==> src/core/fead_defs.svh <==
// constants of the flash extended address decoder: opcodes, offsets, field positions
// assumes inclusion by the decoder top and the monitor
`ifndef FEAD_DEFS_SVH
`define FEAD_DEFS_SVH

// dedicated 32-bit address opcodes
`define FEAD_OP4_NORMAL_READ   8'h13
`define FEAD_OP4_FAST_READ     8'h0C
`define FEAD_OP4_DUAL_IO_READ  8'hBC
`define FEAD_OP4_DUAL_OUT_READ 8'h3C
`define FEAD_OP4_QUAD_IO_READ  8'hEC
`define FEAD_OP4_QUAD_OUT_READ 8'h6C
`define FEAD_OP4_DDR_READ      8'h0E
`define FEAD_OP4_DUAL_DDR_READ 8'hBE
`define FEAD_OP4_QUAD_DDR_READ 8'hEE
`define FEAD_OP4_PAGE_PROG     8'h12
`define FEAD_OP4_QUAD_PROG_A   8'h34
`define FEAD_OP4_QUAD_PROG_B   8'h3E
`define FEAD_OP4_SECTOR_ERASE  8'h21
`define FEAD_OP4_BLOCK_ERASE_S 8'h5C
`define FEAD_OP4_BLOCK_ERASE_L 8'hDC
`define FEAD_OP4_SECTOR_UNLOCK 8'h25
`define FEAD_OP4_RD_VOL_LOCK   8'hE0
`define FEAD_OP4_WR_VOL_LOCK   8'hE1
`define FEAD_OP4_RD_PER_LOCK   8'hE2
`define FEAD_OP4_PG_PER_LOCK   8'hE3

// standard opcodes, address width follows the mode
`define FEAD_OP_NORMAL_READ    8'h03
`define FEAD_OP_FAST_READ      8'h0B
`define FEAD_OP_DUAL_IO_READ   8'hBB
`define FEAD_OP_DUAL_OUT_READ  8'h3B
`define FEAD_OP_QUAD_IO_READ   8'hEB
`define FEAD_OP_QUAD_OUT_READ  8'h6B
`define FEAD_OP_DDR_READ       8'h0D
`define FEAD_OP_DUAL_DDR_READ  8'hBD
`define FEAD_OP_QUAD_DDR_READ  8'hED
`define FEAD_OP_PAGE_PROG      8'h02
`define FEAD_OP_QUAD_PROG_A    8'h32
`define FEAD_OP_QUAD_PROG_B    8'h38
`define FEAD_OP_SECTOR_ERASE_A 8'hD7
`define FEAD_OP_SECTOR_ERASE_B 8'h20
`define FEAD_OP_BLOCK_ERASE_S  8'h52
`define FEAD_OP_BLOCK_ERASE_L  8'hD8
`define FEAD_OP_SECTOR_UNLOCK  8'h26
`define FEAD_OP_RD_VOL_LOCK    8'hFA
`define FEAD_OP_WR_VOL_LOCK    8'hFB
`define FEAD_OP_RD_PER_LOCK    8'hFC
`define FEAD_OP_PG_PER_LOCK    8'hFD

// register byte offsets
`define FEAD_OFF_BANK          8'h00
`define FEAD_OFF_STATUS        8'h04
`define FEAD_OFF_CTRL          8'h08
`define FEAD_OFF_LAST_ADDR     8'h0C

// bank register fields and reset
`define FEAD_BANK_WIDE_BIT     7
`define FEAD_BANK_SEL_BIT      0
`define FEAD_BANK_RESET        8'h00

// link framing counts and last array address
`define FEAD_OPCODE_BITS       6'd8
`define FEAD_ADDR3_BITS        6'd24
`define FEAD_ADDR4_BITS        6'd32
`define FEAD_ARRAY_LAST        32'h01FFFFFF

// axi responses
`define FEAD_RESP_OKAY         2'b00
`define FEAD_RESP_DECERR       2'b11
`endif

==> src/core/fead_pkg.sv <==
// types shared by the extended address decoder modules
// enum codes are literals here; fead_defs.svh is not included
package fead_pkg;
  typedef enum logic [2:0] {
    FEAD_KIND_NONE    = 3'h0,
    FEAD_KIND_READ    = 3'h1,
    FEAD_KIND_PROGRAM = 3'h2,
    FEAD_KIND_ERASE   = 3'h3,
    FEAD_KIND_PROTECT = 3'h4,
    FEAD_KIND_ENTER4  = 3'h5
  } fead_kind_t;

  typedef enum logic [3:0] {
    FEAD_ST_IDLE   = 4'b0001,
    FEAD_ST_OPCODE = 4'b0010,
    FEAD_ST_ADDR   = 4'b0100,
    FEAD_ST_DATA   = 4'b1000
  } fead_state_t;

  typedef struct packed {
    logic [7:0]  opcode;
    logic [31:0] addr;
    logic        wide;
    fead_kind_t  kind;
  } fead_cmd_t;

  typedef struct packed {
    logic       cs_n;
    logic       rise;
    logic       fall;
    logic [3:0] io;
  } fead_link_t;
endpackage

==> src/core/fead_link_sampler.sv <==
// synchronises the serial link pins and finds serial clock edges
// assumes link pins are asynchronous to clock; sck is much slower than clock
`timescale 1ns/100ps
module fead_link_sampler
  import fead_pkg::*;
(
  input  wire logic       clock,
  input  wire logic       sys_rst,
  input  wire logic       chip_sel_n,
  input  wire logic       serial_clk,
  input  wire logic [3:0] serial_io,
  output fead_link_t      link
);
  logic [5:0] meta_reg;
  logic [5:0] sync_reg;
  logic       sck_prev_reg;

  always_ff @(posedge clock or posedge sys_rst) begin
    if (sys_rst) begin
      meta_reg     <= 6'h3F;
      sync_reg     <= 6'h3F;
      sck_prev_reg <= 1'b1;
    end else begin
      meta_reg     <= {chip_sel_n, serial_clk, serial_io};
      sync_reg     <= meta_reg;
      sck_prev_reg <= sync_reg[4];
    end
  end

  // edges are read only from the second stage onward
  assign link.cs_n = sync_reg[5];
  assign link.rise = sync_reg[4] & ~sck_prev_reg & ~sync_reg[5];
  assign link.fall = ~sync_reg[4] & sck_prev_reg & ~sync_reg[5];
  assign link.io   = sync_reg[3:0];
endmodule

==> src/core/fead_decoder_top.sv <==
// command decoder and address width selection for a 256 Mbit serial flash
// assumes a host drives chip select, serial clock and io; software uses AXI4-Lite
`timescale 1ns/100ps
`include "fead_defs.svh"
module fead_decoder_top
  import fead_pkg::*;
#(
  parameter logic [7:0] ENTER4_OPCODE = 8'h00
)(
  input  wire logic        clock,
  input  wire logic        sys_rst,
  input  wire logic        chip_sel_n,
  input  wire logic        serial_clk,
  input  wire logic [3:0]  serial_io,
  input  wire logic        data_byte_done,
  output fead_cmd_t        cmd,
  output logic             cmd_valid,
  output logic [31:0]      seq_addr,
  input  wire logic [7:0]  s_axi_awaddr,
  input  wire logic        s_axi_awvalid,
  output logic             s_axi_awready,
  input  wire logic [31:0] s_axi_wdata,
  input  wire logic [3:0]  s_axi_wstrb,
  input  wire logic        s_axi_wvalid,
  output logic             s_axi_wready,
  output logic [1:0]       s_axi_bresp,
  output logic             s_axi_bvalid,
  input  wire logic        s_axi_bready,
  input  wire logic [7:0]  s_axi_araddr,
  input  wire logic        s_axi_arvalid,
  output logic             s_axi_arready,
  output logic [31:0]      s_axi_rdata,
  output logic [1:0]       s_axi_rresp,
  output logic             s_axi_rvalid,
  input  wire logic        s_axi_rready
);
  fead_link_t  link;
  fead_state_t state_reg;
  fead_state_t state_next;
  fead_cmd_t   cmd_reg;
  fead_kind_t  op_kind;
  logic [7:0]  bank_select_register;
  logic        four_byte_reg;
  logic [31:0] shift_reg;
  logic [31:0] shift_next;
  logic [5:0]  bit_cnt_reg;
  logic [5:0]  bit_cnt_next;
  logic [2:0]  lanes_reg;
  logic        ddr_reg;
  logic        wide_cur_reg;
  logic [7:0]  opcode_reg;
  logic        cmd_valid_reg;
  logic [31:0] seq_addr_reg;
  logic [7:0]  last_opcode_reg;

  fead_link_sampler u_sampler (
    .clock      (clock),
    .sys_rst    (sys_rst),
    .chip_sel_n (chip_sel_n),
    .serial_clk (serial_clk),
    .serial_io  (serial_io),
    .link       (link)
  );

  // opcode classification
  logic [7:0] op_byte;
  logic       op_dedicated;
  logic       op_standard;
  logic       op_enter4;
  logic       op_dual;
  logic       op_quad;
  logic       op_ddr;
  logic       op_read;
  logic       op_prog;
  logic       op_erase;
  logic       op_prot;

  assign op_byte = {shift_reg[6:0], link.io[0]};

  assign op_dedicated = (op_byte == `FEAD_OP4_NORMAL_READ) || (op_byte == `FEAD_OP4_FAST_READ)
    || (op_byte == `FEAD_OP4_DUAL_IO_READ) || (op_byte == `FEAD_OP4_DUAL_OUT_READ)
    || (op_byte == `FEAD_OP4_QUAD_IO_READ) || (op_byte == `FEAD_OP4_QUAD_OUT_READ)
    || (op_byte == `FEAD_OP4_DDR_READ) || (op_byte == `FEAD_OP4_DUAL_DDR_READ)
    || (op_byte == `FEAD_OP4_QUAD_DDR_READ) || (op_byte == `FEAD_OP4_PAGE_PROG)
    || (op_byte == `FEAD_OP4_QUAD_PROG_A) || (op_byte == `FEAD_OP4_QUAD_PROG_B)
    || (op_byte == `FEAD_OP4_SECTOR_ERASE) || (op_byte == `FEAD_OP4_BLOCK_ERASE_S)
    || (op_byte == `FEAD_OP4_BLOCK_ERASE_L) || (op_byte == `FEAD_OP4_SECTOR_UNLOCK)
    || (op_byte == `FEAD_OP4_RD_VOL_LOCK) || (op_byte == `FEAD_OP4_WR_VOL_LOCK)
    || (op_byte == `FEAD_OP4_RD_PER_LOCK) || (op_byte == `FEAD_OP4_PG_PER_LOCK);

  assign op_standard = (op_byte == `FEAD_OP_NORMAL_READ) || (op_byte == `FEAD_OP_FAST_READ)
    || (op_byte == `FEAD_OP_DUAL_IO_READ) || (op_byte == `FEAD_OP_DUAL_OUT_READ)
    || (op_byte == `FEAD_OP_QUAD_IO_READ) || (op_byte == `FEAD_OP_QUAD_OUT_READ)
    || (op_byte == `FEAD_OP_DDR_READ) || (op_byte == `FEAD_OP_DUAL_DDR_READ)
    || (op_byte == `FEAD_OP_QUAD_DDR_READ) || (op_byte == `FEAD_OP_PAGE_PROG)
    || (op_byte == `FEAD_OP_QUAD_PROG_A) || (op_byte == `FEAD_OP_QUAD_PROG_B)
    || (op_byte == `FEAD_OP_SECTOR_ERASE_A) || (op_byte == `FEAD_OP_SECTOR_ERASE_B)
    || (op_byte == `FEAD_OP_BLOCK_ERASE_S) || (op_byte == `FEAD_OP_BLOCK_ERASE_L)
    || (op_byte == `FEAD_OP_SECTOR_UNLOCK) || (op_byte == `FEAD_OP_RD_VOL_LOCK)
    || (op_byte == `FEAD_OP_WR_VOL_LOCK) || (op_byte == `FEAD_OP_RD_PER_LOCK)
    || (op_byte == `FEAD_OP_PG_PER_LOCK);

  assign op_enter4 = (op_byte == ENTER4_OPCODE);

  // opcode picks the address lane count
  assign op_dual = (op_byte == `FEAD_OP4_DUAL_IO_READ) || (op_byte == `FEAD_OP_DUAL_IO_READ)
    || (op_byte == `FEAD_OP4_DUAL_DDR_READ) || (op_byte == `FEAD_OP_DUAL_DDR_READ);
  assign op_quad = (op_byte == `FEAD_OP4_QUAD_IO_READ) || (op_byte == `FEAD_OP_QUAD_IO_READ)
    || (op_byte == `FEAD_OP4_QUAD_DDR_READ) || (op_byte == `FEAD_OP_QUAD_DDR_READ);
  assign op_ddr = (op_byte == `FEAD_OP4_DDR_READ) || (op_byte == `FEAD_OP_DDR_READ)
    || (op_byte == `FEAD_OP4_DUAL_DDR_READ) || (op_byte == `FEAD_OP_DUAL_DDR_READ)
    || (op_byte == `FEAD_OP4_QUAD_DDR_READ) || (op_byte == `FEAD_OP_QUAD_DDR_READ);

  assign op_read = (op_byte == `FEAD_OP4_NORMAL_READ) || (op_byte == `FEAD_OP4_FAST_READ)
    || (op_byte == `FEAD_OP4_DUAL_OUT_READ) || (op_byte == `FEAD_OP4_QUAD_OUT_READ)
    || (op_byte == `FEAD_OP_NORMAL_READ) || (op_byte == `FEAD_OP_FAST_READ)
    || (op_byte == `FEAD_OP_DUAL_OUT_READ) || (op_byte == `FEAD_OP_QUAD_OUT_READ)
    || op_dual || op_quad || op_ddr;
  assign op_prog = (op_byte == `FEAD_OP4_PAGE_PROG) || (op_byte == `FEAD_OP4_QUAD_PROG_A)
    || (op_byte == `FEAD_OP4_QUAD_PROG_B) || (op_byte == `FEAD_OP_PAGE_PROG)
    || (op_byte == `FEAD_OP_QUAD_PROG_A) || (op_byte == `FEAD_OP_QUAD_PROG_B);
  assign op_erase = (op_byte == `FEAD_OP4_SECTOR_ERASE) || (op_byte == `FEAD_OP4_BLOCK_ERASE_S)
    || (op_byte == `FEAD_OP4_BLOCK_ERASE_L) || (op_byte == `FEAD_OP_SECTOR_ERASE_A)
    || (op_byte == `FEAD_OP_SECTOR_ERASE_B) || (op_byte == `FEAD_OP_BLOCK_ERASE_S)
    || (op_byte == `FEAD_OP_BLOCK_ERASE_L);
  assign op_prot = (op_dedicated || op_standard) && !op_read && !op_prog && !op_erase;

  assign op_kind = op_read  ? FEAD_KIND_READ :
                   op_prog  ? FEAD_KIND_PROGRAM :
                   op_erase ? FEAD_KIND_ERASE :
                   op_prot  ? FEAD_KIND_PROTECT :
                   op_enter4 ? FEAD_KIND_ENTER4 : FEAD_KIND_NONE;

  // address width in effect
  logic wide_address_enable;
  logic op_wide;

  assign wide_address_enable = bank_select_register[`FEAD_BANK_WIDE_BIT];
  assign op_wide = op_dedicated || wide_address_enable || four_byte_reg;

  // link edges and address shifting
  logic       opcode_edge;
  logic       addr_edge;
  logic [3:0] lane_bits;
  logic [5:0] addr_bits;
  logic       opcode_done;
  logic       addr_done;

  assign opcode_edge = (state_reg == FEAD_ST_OPCODE) && link.rise;
  // a double rate address starts on a rise; the fall closing the opcode carries no data
  assign addr_edge   = (state_reg == FEAD_ST_ADDR)
                       && (link.rise || (ddr_reg && link.fall && (bit_cnt_reg != 6'd0)));
  assign lane_bits   = (lanes_reg == 3'd4) ? link.io :
                       (lanes_reg == 3'd2) ? {2'b00, link.io[1:0]} : {3'b000, link.io[0]};
  assign addr_bits   = wide_cur_reg ? `FEAD_ADDR4_BITS : `FEAD_ADDR3_BITS;
  assign opcode_done = opcode_edge && (bit_cnt_reg == `FEAD_OPCODE_BITS - 6'd1);
  assign addr_done   = addr_edge && (bit_cnt_reg + {3'b000, lanes_reg} == addr_bits);

  // most significant bits shift in first
  assign shift_next = (lanes_reg == 3'd4) ? {shift_reg[27:0], lane_bits} :
                      (lanes_reg == 3'd2) ? {shift_reg[29:0], lane_bits[1:0]} :
                      {shift_reg[30:0], lane_bits[0]};

  // start address formation
  logic [31:0] start_addr;
  logic [31:0] narrow_addr;

  // bank chooses one 16 Mbyte window
  // only bank bit 0 reaches the array
  assign narrow_addr = {7'h00, bank_select_register[`FEAD_BANK_SEL_BIT], shift_next[23:0]};
  // a full 32-bit address ignores bank
  assign start_addr  = wide_cur_reg ? shift_next : narrow_addr;

  always_comb begin
    state_next   = state_reg;
    bit_cnt_next = bit_cnt_reg;
    if (link.cs_n) begin
      state_next   = FEAD_ST_IDLE;
      bit_cnt_next = 6'd0;
    end else begin
      case (state_reg)
        FEAD_ST_IDLE: begin
          state_next   = FEAD_ST_OPCODE;
          bit_cnt_next = 6'd0;
        end
        FEAD_ST_OPCODE: begin
          if (opcode_done) begin
            bit_cnt_next = 6'd0;
            state_next   = (op_dedicated || op_standard) ? FEAD_ST_ADDR : FEAD_ST_DATA;
          end else if (opcode_edge) begin
            bit_cnt_next = bit_cnt_reg + 6'd1;
          end
        end
        FEAD_ST_ADDR: begin
          if (addr_done) begin
            state_next = FEAD_ST_DATA;
          end else if (addr_edge) begin
            bit_cnt_next = bit_cnt_reg + {3'b000, lanes_reg};
          end
        end
        FEAD_ST_DATA: begin
          state_next = FEAD_ST_DATA;
        end
        default: begin
          state_next   = FEAD_ST_IDLE;
          bit_cnt_next = 6'd0;
        end
      endcase
    end
  end

  always_ff @(posedge clock or posedge sys_rst) begin
    if (sys_rst) begin
      state_reg   <= FEAD_ST_IDLE;
      bit_cnt_reg <= 6'd0;
    end else begin
      state_reg   <= state_next;
      bit_cnt_reg <= bit_cnt_next;
    end
  end

  always_ff @(posedge clock or posedge sys_rst) begin
    if (sys_rst) begin
      shift_reg    <= 32'h00000000;
      lanes_reg    <= 3'd1;
      ddr_reg      <= 1'b0;
      wide_cur_reg <= 1'b0;
      opcode_reg   <= 8'h00;
    end else if (state_reg == FEAD_ST_IDLE) begin
      shift_reg <= 32'h00000000;
      lanes_reg <= 3'd1;
      ddr_reg   <= 1'b0;
    end else if (opcode_done) begin
      shift_reg    <= 32'h00000000;
      lanes_reg    <= op_quad ? 3'd4 : (op_dual ? 3'd2 : 3'd1);
      ddr_reg      <= op_ddr;
      wide_cur_reg <= op_wide;
      opcode_reg   <= op_byte;
    end else if (opcode_edge || addr_edge) begin
      shift_reg <= (state_reg == FEAD_ST_OPCODE) ? {shift_reg[30:0], link.io[0]} : shift_next;
    end
  end

  // decoded command handoff
  always_ff @(posedge clock or posedge sys_rst) begin
    if (sys_rst) begin
      cmd_reg         <= '0;
      cmd_valid_reg   <= 1'b0;
      last_opcode_reg <= 8'h00;
    end else begin
      cmd_valid_reg <= addr_done;
      if (addr_done) begin
        cmd_reg.opcode  <= opcode_reg;
        cmd_reg.addr    <= start_addr;
        cmd_reg.wide    <= wide_cur_reg;
        last_opcode_reg <= opcode_reg;
      end
      if (opcode_done) begin
        cmd_reg.kind <= op_kind;
      end
    end
  end

  // sequential address for the data phase
  // streams across banks and wraps only at array end
  // bank is not consulted after the start
  always_ff @(posedge clock or posedge sys_rst) begin
    if (sys_rst) begin
      seq_addr_reg <= 32'h00000000;
    end else if (addr_done) begin
      seq_addr_reg <= start_addr;
    end else if (data_byte_done && state_reg == FEAD_ST_DATA) begin
      seq_addr_reg <= (seq_addr_reg >= `FEAD_ARRAY_LAST) ? 32'h00000000 : seq_addr_reg + 32'd1;
    end
  end

  // register bus
  logic        aw_held_reg;
  logic        w_held_reg;
  logic [7:0]  awaddr_reg;
  logic [31:0] wdata_reg;
  logic [3:0]  wstrb_reg;
  logic        do_write;
  logic        do_read;
  logic        wr_bank;
  logic        wr_ctrl;
  logic        wr_hit;
  logic        rd_hit;
  logic [31:0] status_word;
  logic [31:0] rd_word;
  logic        bvalid_reg;
  logic [1:0]  bresp_reg;
  logic        rvalid_reg;
  logic [31:0] rdata_reg;
  logic [1:0]  rresp_reg;

  assign do_write = aw_held_reg && w_held_reg && !bvalid_reg;
  assign do_read  = s_axi_arvalid && !rvalid_reg;
  assign wr_bank  = do_write && (awaddr_reg == `FEAD_OFF_BANK) && wstrb_reg[0];
  assign wr_ctrl  = do_write && (awaddr_reg == `FEAD_OFF_CTRL) && wstrb_reg[0];
  assign wr_hit   = (awaddr_reg == `FEAD_OFF_BANK) || (awaddr_reg == `FEAD_OFF_CTRL);
  assign rd_hit   = (s_axi_araddr == `FEAD_OFF_BANK) || (s_axi_araddr == `FEAD_OFF_STATUS)
                    || (s_axi_araddr == `FEAD_OFF_LAST_ADDR);
  assign status_word = {12'h000, ~link.cs_n, op_wide_now(), four_byte_reg, 1'b0,
                        last_opcode_reg, 8'h00};
  assign rd_word  = (s_axi_araddr == `FEAD_OFF_BANK)   ? {24'h000000, bank_select_register} :
                    (s_axi_araddr == `FEAD_OFF_STATUS) ? status_word :
                    (s_axi_araddr == `FEAD_OFF_LAST_ADDR) ? cmd_reg.addr : 32'h00000000;

  function automatic logic op_wide_now();
    return wide_address_enable || four_byte_reg;
  endfunction

  always_ff @(posedge clock or posedge sys_rst) begin
    if (sys_rst) begin
      aw_held_reg <= 1'b0;
      w_held_reg  <= 1'b0;
      awaddr_reg  <= 8'h00;
      wdata_reg   <= 32'h00000000;
      wstrb_reg   <= 4'h0;
    end else begin
      if (s_axi_awvalid && !aw_held_reg) begin
        aw_held_reg <= 1'b1;
        awaddr_reg  <= s_axi_awaddr;
      end else if (do_write) begin
        aw_held_reg <= 1'b0;
      end
      if (s_axi_wvalid && !w_held_reg) begin
        w_held_reg <= 1'b1;
        wdata_reg  <= s_axi_wdata;
        wstrb_reg  <= s_axi_wstrb;
      end else if (do_write) begin
        w_held_reg <= 1'b0;
      end
    end
  end

  always_ff @(posedge clock or posedge sys_rst) begin
    if (sys_rst) begin
      bvalid_reg <= 1'b0;
      bresp_reg  <= `FEAD_RESP_OKAY;
      rvalid_reg <= 1'b0;
      rdata_reg  <= 32'h00000000;
      rresp_reg  <= `FEAD_RESP_OKAY;
    end else begin
      if (do_write) begin
        bvalid_reg <= 1'b1;
        bresp_reg  <= wr_hit ? `FEAD_RESP_OKAY : `FEAD_RESP_DECERR;
      end else if (s_axi_bready) begin
        bvalid_reg <= 1'b0;
      end
      if (do_read) begin
        rvalid_reg <= 1'b1;
        rdata_reg  <= rd_word;
        rresp_reg  <= rd_hit ? `FEAD_RESP_OKAY : `FEAD_RESP_DECERR;
      end else if (s_axi_rready) begin
        rvalid_reg <= 1'b0;
      end
    end
  end

  // mode state: bank register and four-byte flag
  always_ff @(posedge clock or posedge sys_rst) begin
    if (sys_rst) begin
      bank_select_register <= `FEAD_BANK_RESET;
      four_byte_reg        <= 1'b0;
    end else begin
      if (wr_bank) begin
        bank_select_register <= wdata_reg[7:0];
      end
      // enter command only while enable clear
      if (opcode_done && op_enter4 && !wide_address_enable) begin
        four_byte_reg <= 1'b1;
      end else if (wr_ctrl && wdata_reg[0]) begin
        four_byte_reg <= 1'b0;
      end
    end
  end

  // aw and w are accepted one cycle after valid, each while nothing is held
  logic awready_reg;
  logic wready_reg;
  assign s_axi_awready = awready_reg;
  assign s_axi_wready  = wready_reg;
  always_ff @(posedge clock or posedge sys_rst) begin
    if (sys_rst) begin
      awready_reg <= 1'b0;
      wready_reg  <= 1'b0;
    end else begin
      awready_reg <= s_axi_awvalid && !aw_held_reg && !awready_reg;
      wready_reg  <= s_axi_wvalid && !w_held_reg && !wready_reg;
    end
  end

  assign s_axi_bvalid  = bvalid_reg;
  assign s_axi_bresp   = bresp_reg;
  assign s_axi_arready = rvalid_reg;
  assign s_axi_rvalid  = rvalid_reg;
  assign s_axi_rdata   = rdata_reg;
  assign s_axi_rresp   = rresp_reg;
  assign cmd           = cmd_reg;
  assign cmd_valid     = cmd_valid_reg;
  assign seq_addr      = seq_addr_reg;
endmodule

==> config.mk <==
export PLATFORM = sky130hd
export DESIGN_NAME = fead_decoder_top
export DESIGN_NICKNAME = d
export VERILOG_FILES = /design/src/core/fead_pkg.sv /design/src/core/fead_link_sampler.sv /design/src/core/fead_decoder_top.sv
export VERILOG_INCLUDE_DIRS = /design/src /design/src/core
export SDC_FILE = /design/constraint.sdc
export NUM_CORES = 1
export LEC_CHECK = 0
export ABC_AREA = 0
export BUFFER_PORTS_ARGS = -buffer_cell sky130_fd_sc_hd__buf_2
export CORE_MARGIN = 10
export CORE_UTILIZATION = 63
export CTS_BUF_LIST = sky130_fd_sc_hd__clkbuf_4
export CTS_CLUSTER_SIZE = 10
export DETAILED_ROUTE_END_ITERATION = 12
export PLACE_DENSITY = 0.9
export SYNTH_ARGS = -nofsm -noshare
export SYNTH_HDL_FRONTEND = slang
export SYNTH_SLANG_ARGS = --single-unit
==> constraint.sdc <==
create_clock -name clock -period 17.6 [get_ports clock]
set_input_delay 2.64 -clock clock [delete_from_list [all_inputs] [get_ports clock]]
set_output_delay 2.64 -clock clock [all_outputs]
set_load 0.02 [all_outputs]
==> key figures <==
Routing
  – Antenna-violating nets left: 0
  – DRC viols: 0
  – Via count: about 10,000
  – Via-to-Cell Ratio: about 6.3
  – WL/cell: 20.0 um
  – DRC marker count from the first detailed-route iteration: 1,197
  – DRT Pass-1 Iters: 6
  – Final WL: 30,900 um

Cells and area
  – Leading cell type in the layout, fill and taps excluded: nand2_1
  – Multi-input logic area: 5050 sq um
  – Fin nets: about 1,400
  – Final core occ: 0.732
  – Area growth syn-to-layout: 13.3%
  – Share of cells above drive strength 1: 0.233
  – Seq. cell area: 5270 sq um
  – Commonest non-fill, non-tap cells in the layout: nand2_1 (211), dfrtp_1 (195), buf_2 (156)
  – Max FFs per register: 36
  – Fill cells: ~1,100

Synthesis
  – Cell Area, Synth: approximately 11,000 sq um
  – Synthesized Nets: 1,234
  – Syn Area/Cell: 9.26 sq um
  – Main synth FF type: dfrtp_1
  – Gate Count Post-Synth: 1,161
  – Post-synth cell types: 72
  – YS warnings: 0
  – Seq/Total Area, Yosys: 0.490
  – Ys async rst share: 1.00
  – Register bit count reported by yosys: 210
  – Post-synth EDFFs: 0

Flow run
  – Max Cap Viol: 0

Timing
  – RSZ-0062 raised after global routing: no
  – Fmax achieved: 244 MHz
  – Final min period: between 4000 and 5000 ps
  – Final setup fails: 0
  – Setup TNS: 0 ps
  – Final slew viol count: 0
  – Final hold viol count: 0
  – WHS: ~330 ps
  – Slew margin rel.: 0.191
  – Clk_skew: 46.1 ps
  – Period utilisation layout: 0.233
  – Worst-margin pin slew: 1200 ps

Critical path
  – CP Data Required Time: 18,190 ps
  – Reg-to-reg endpoint: bit_cnt_reg[5]$_DFFE_PP0P_
  – Maximum fanout along the worst path: 14
  – Crit Path Class: primary input to flop
  – R2R Setup Slk: 13,970 ps
  – CP Cell Sequence: buf_2, nand2_1, or4_1, a311o_1, nor4_1, mux2i_1, mux2i_1
  – Last element of the critical path: seq_addr[19]$_DFFE_PP0P_
  – CP endpoint kind: flop
  – CP Launch Point: data_byte_done
  – CP max stage delay: 740 ps
  – Worst path top cell family by delay: simple AND/OR/NAND/NOR gates
  – Reg2Reg Depth: 9
  – Worst r2r src: lanes_reg[0]$_DFFE_PP1P_
  – Crit path DAT: 4700 ps
  – Buf+Inv Stages, Crit Path: 1
  – Worst path slowest cell: or4_1
  – Most used cell along the critical path: mux2i_1
  – CP startpoint kind: primary input
  – Stages on worst setup path: 7

Floorplan
  – IO Count: 184
  – Starting Density: 0.646
  – Row cnt: 47
  – Chip width: approximately 150 um
  – Core box area: 16,600 sq um
  – Die height: 151 um
  – Die Area: approximately 23,000 sq um

Clocking
  – CTS Sinks: 210
  – CTS Buf Count: 52
  – H-tree depth: 2
  – Post-CTS repair timing setup buffer count: 0
  – Root Buffer: clkbuf_4
  – CTS Hold Bufs: 0
  – Clk_lat worst skew: 680 ps
  – Clk buf depth: 3
  – Post-CTS sizing: 0
  – CTS tree: yes
  – Clk slew on worst S/H paths: 60 ps

Global route
  – Initial antenna violation count: 1
  – Total GRT Usage: 0.265
  – Largest net degree at the start of global routing: about 140
  – GR Overflow Total: 0
  – First-pass GRT wire length: 48,800 um
  – Vias in the first global route: 9,235

Power and ir drop
  – Pwr dens: around 86 nW/um^2
  – Tot Pwr: between 1 and 1.5 mW
  – VDD IR max: 0.0000801 V
  – P_leak: around 5.6 nW

Status
  – Outcome: complete, no violations

Placement
  – Global placer's final weighted congestion: a little under 1
  – Hpwl dp: 21,100 um
  – Port bufs: 156

Min path
  – Hold Crit Class: flop to flop
-- how the worst min path moves through the flow --
stage	from	endpoint	cells past startpoint
CTS	u_sampler.meta_reg[2]$_DFF_PP1_	u_sampler.sync_reg[2]$_DFF_PP1_	0
global route	u_sampler.meta_reg[2]$_DFF_PP1_	u_sampler.sync_reg[2]$_DFF_PP1_	0
floorplan	u_sampler.meta_reg[0]$_DFF_PP1_	u_sampler.sync_reg[0]$_DFF_PP1_	0
global placement	u_sampler.meta_reg[3]$_DFF_PP1_	u_sampler.sync_reg[3]$_DFF_PP1_	0
finish	u_sampler.meta_reg[2]$_DFF_PP1_	u_sampler.sync_reg[2]$_DFF_PP1_	0
detailed placement	u_sampler.meta_reg[5]$_DFF_PP1_	u_sampler.sync_reg[5]$_DFF_PP1_	0
-- Yosys cell counts (19+ instances only) --
library cell    n  area [sq um]
a22o_1         32           280
o21ai_0       108           541
dfrtp_1       195          4880
clkbuf_1       61           229
nand3_1        32           160
nand2_1       211           792
mux2i_1        48           480
nor2_1         77           289
buf_2          19          95.1
nor3_1         23           115
a21oi_1        70           350
mux2_2         30           338
-- kinds of logic after synthesis --
family | synth area share
compound gates | 0.173
xor+xnor | 0.00570
fa+ha+maj | 0.00977
buf+inv | 0.0420
flops | 0.490
mux | 0.0761
simple gates | 0.203
-- per-layer routing --
metal  track usage  up-vias  routed length, um
li1              -     4432                  -
met1         0.338     4746              12100
met2         0.425      546              14800
met3        0.0669       84               3090
met4         0.107        0                930
met5             0        -                  0
-- where the power goes --
group          internal [mW]  switching (mW)  total (mW)
sequential             0.516          0.0239       0.540
combinational         0.0388          0.0584      0.0973
clock                  0.221           0.194       0.414
-- area by class of cell --
class,count,share of cell area
clock buffers,74,0.0456
inverters,15,0.00524
repair buffers,167,0.0708
multi-input cells,846,0.415
well taps,220,0.0226
diodes,2,0.000411
flip-flops and latches,210,0.433
clock inverters,12,0.00811
-- per-stage QoR --
step,setup WS (ps),instance area (sq um),std cells
floorplan,9250,10800,1161
global placement,12840,11500,1458
detailed placement,12810,11500,1458
CTS,13530,12200,1544
global route,13370,12200,1546
finish,13490,12200,1546
No activity file was read; power rests on OpenSTA's default activity.
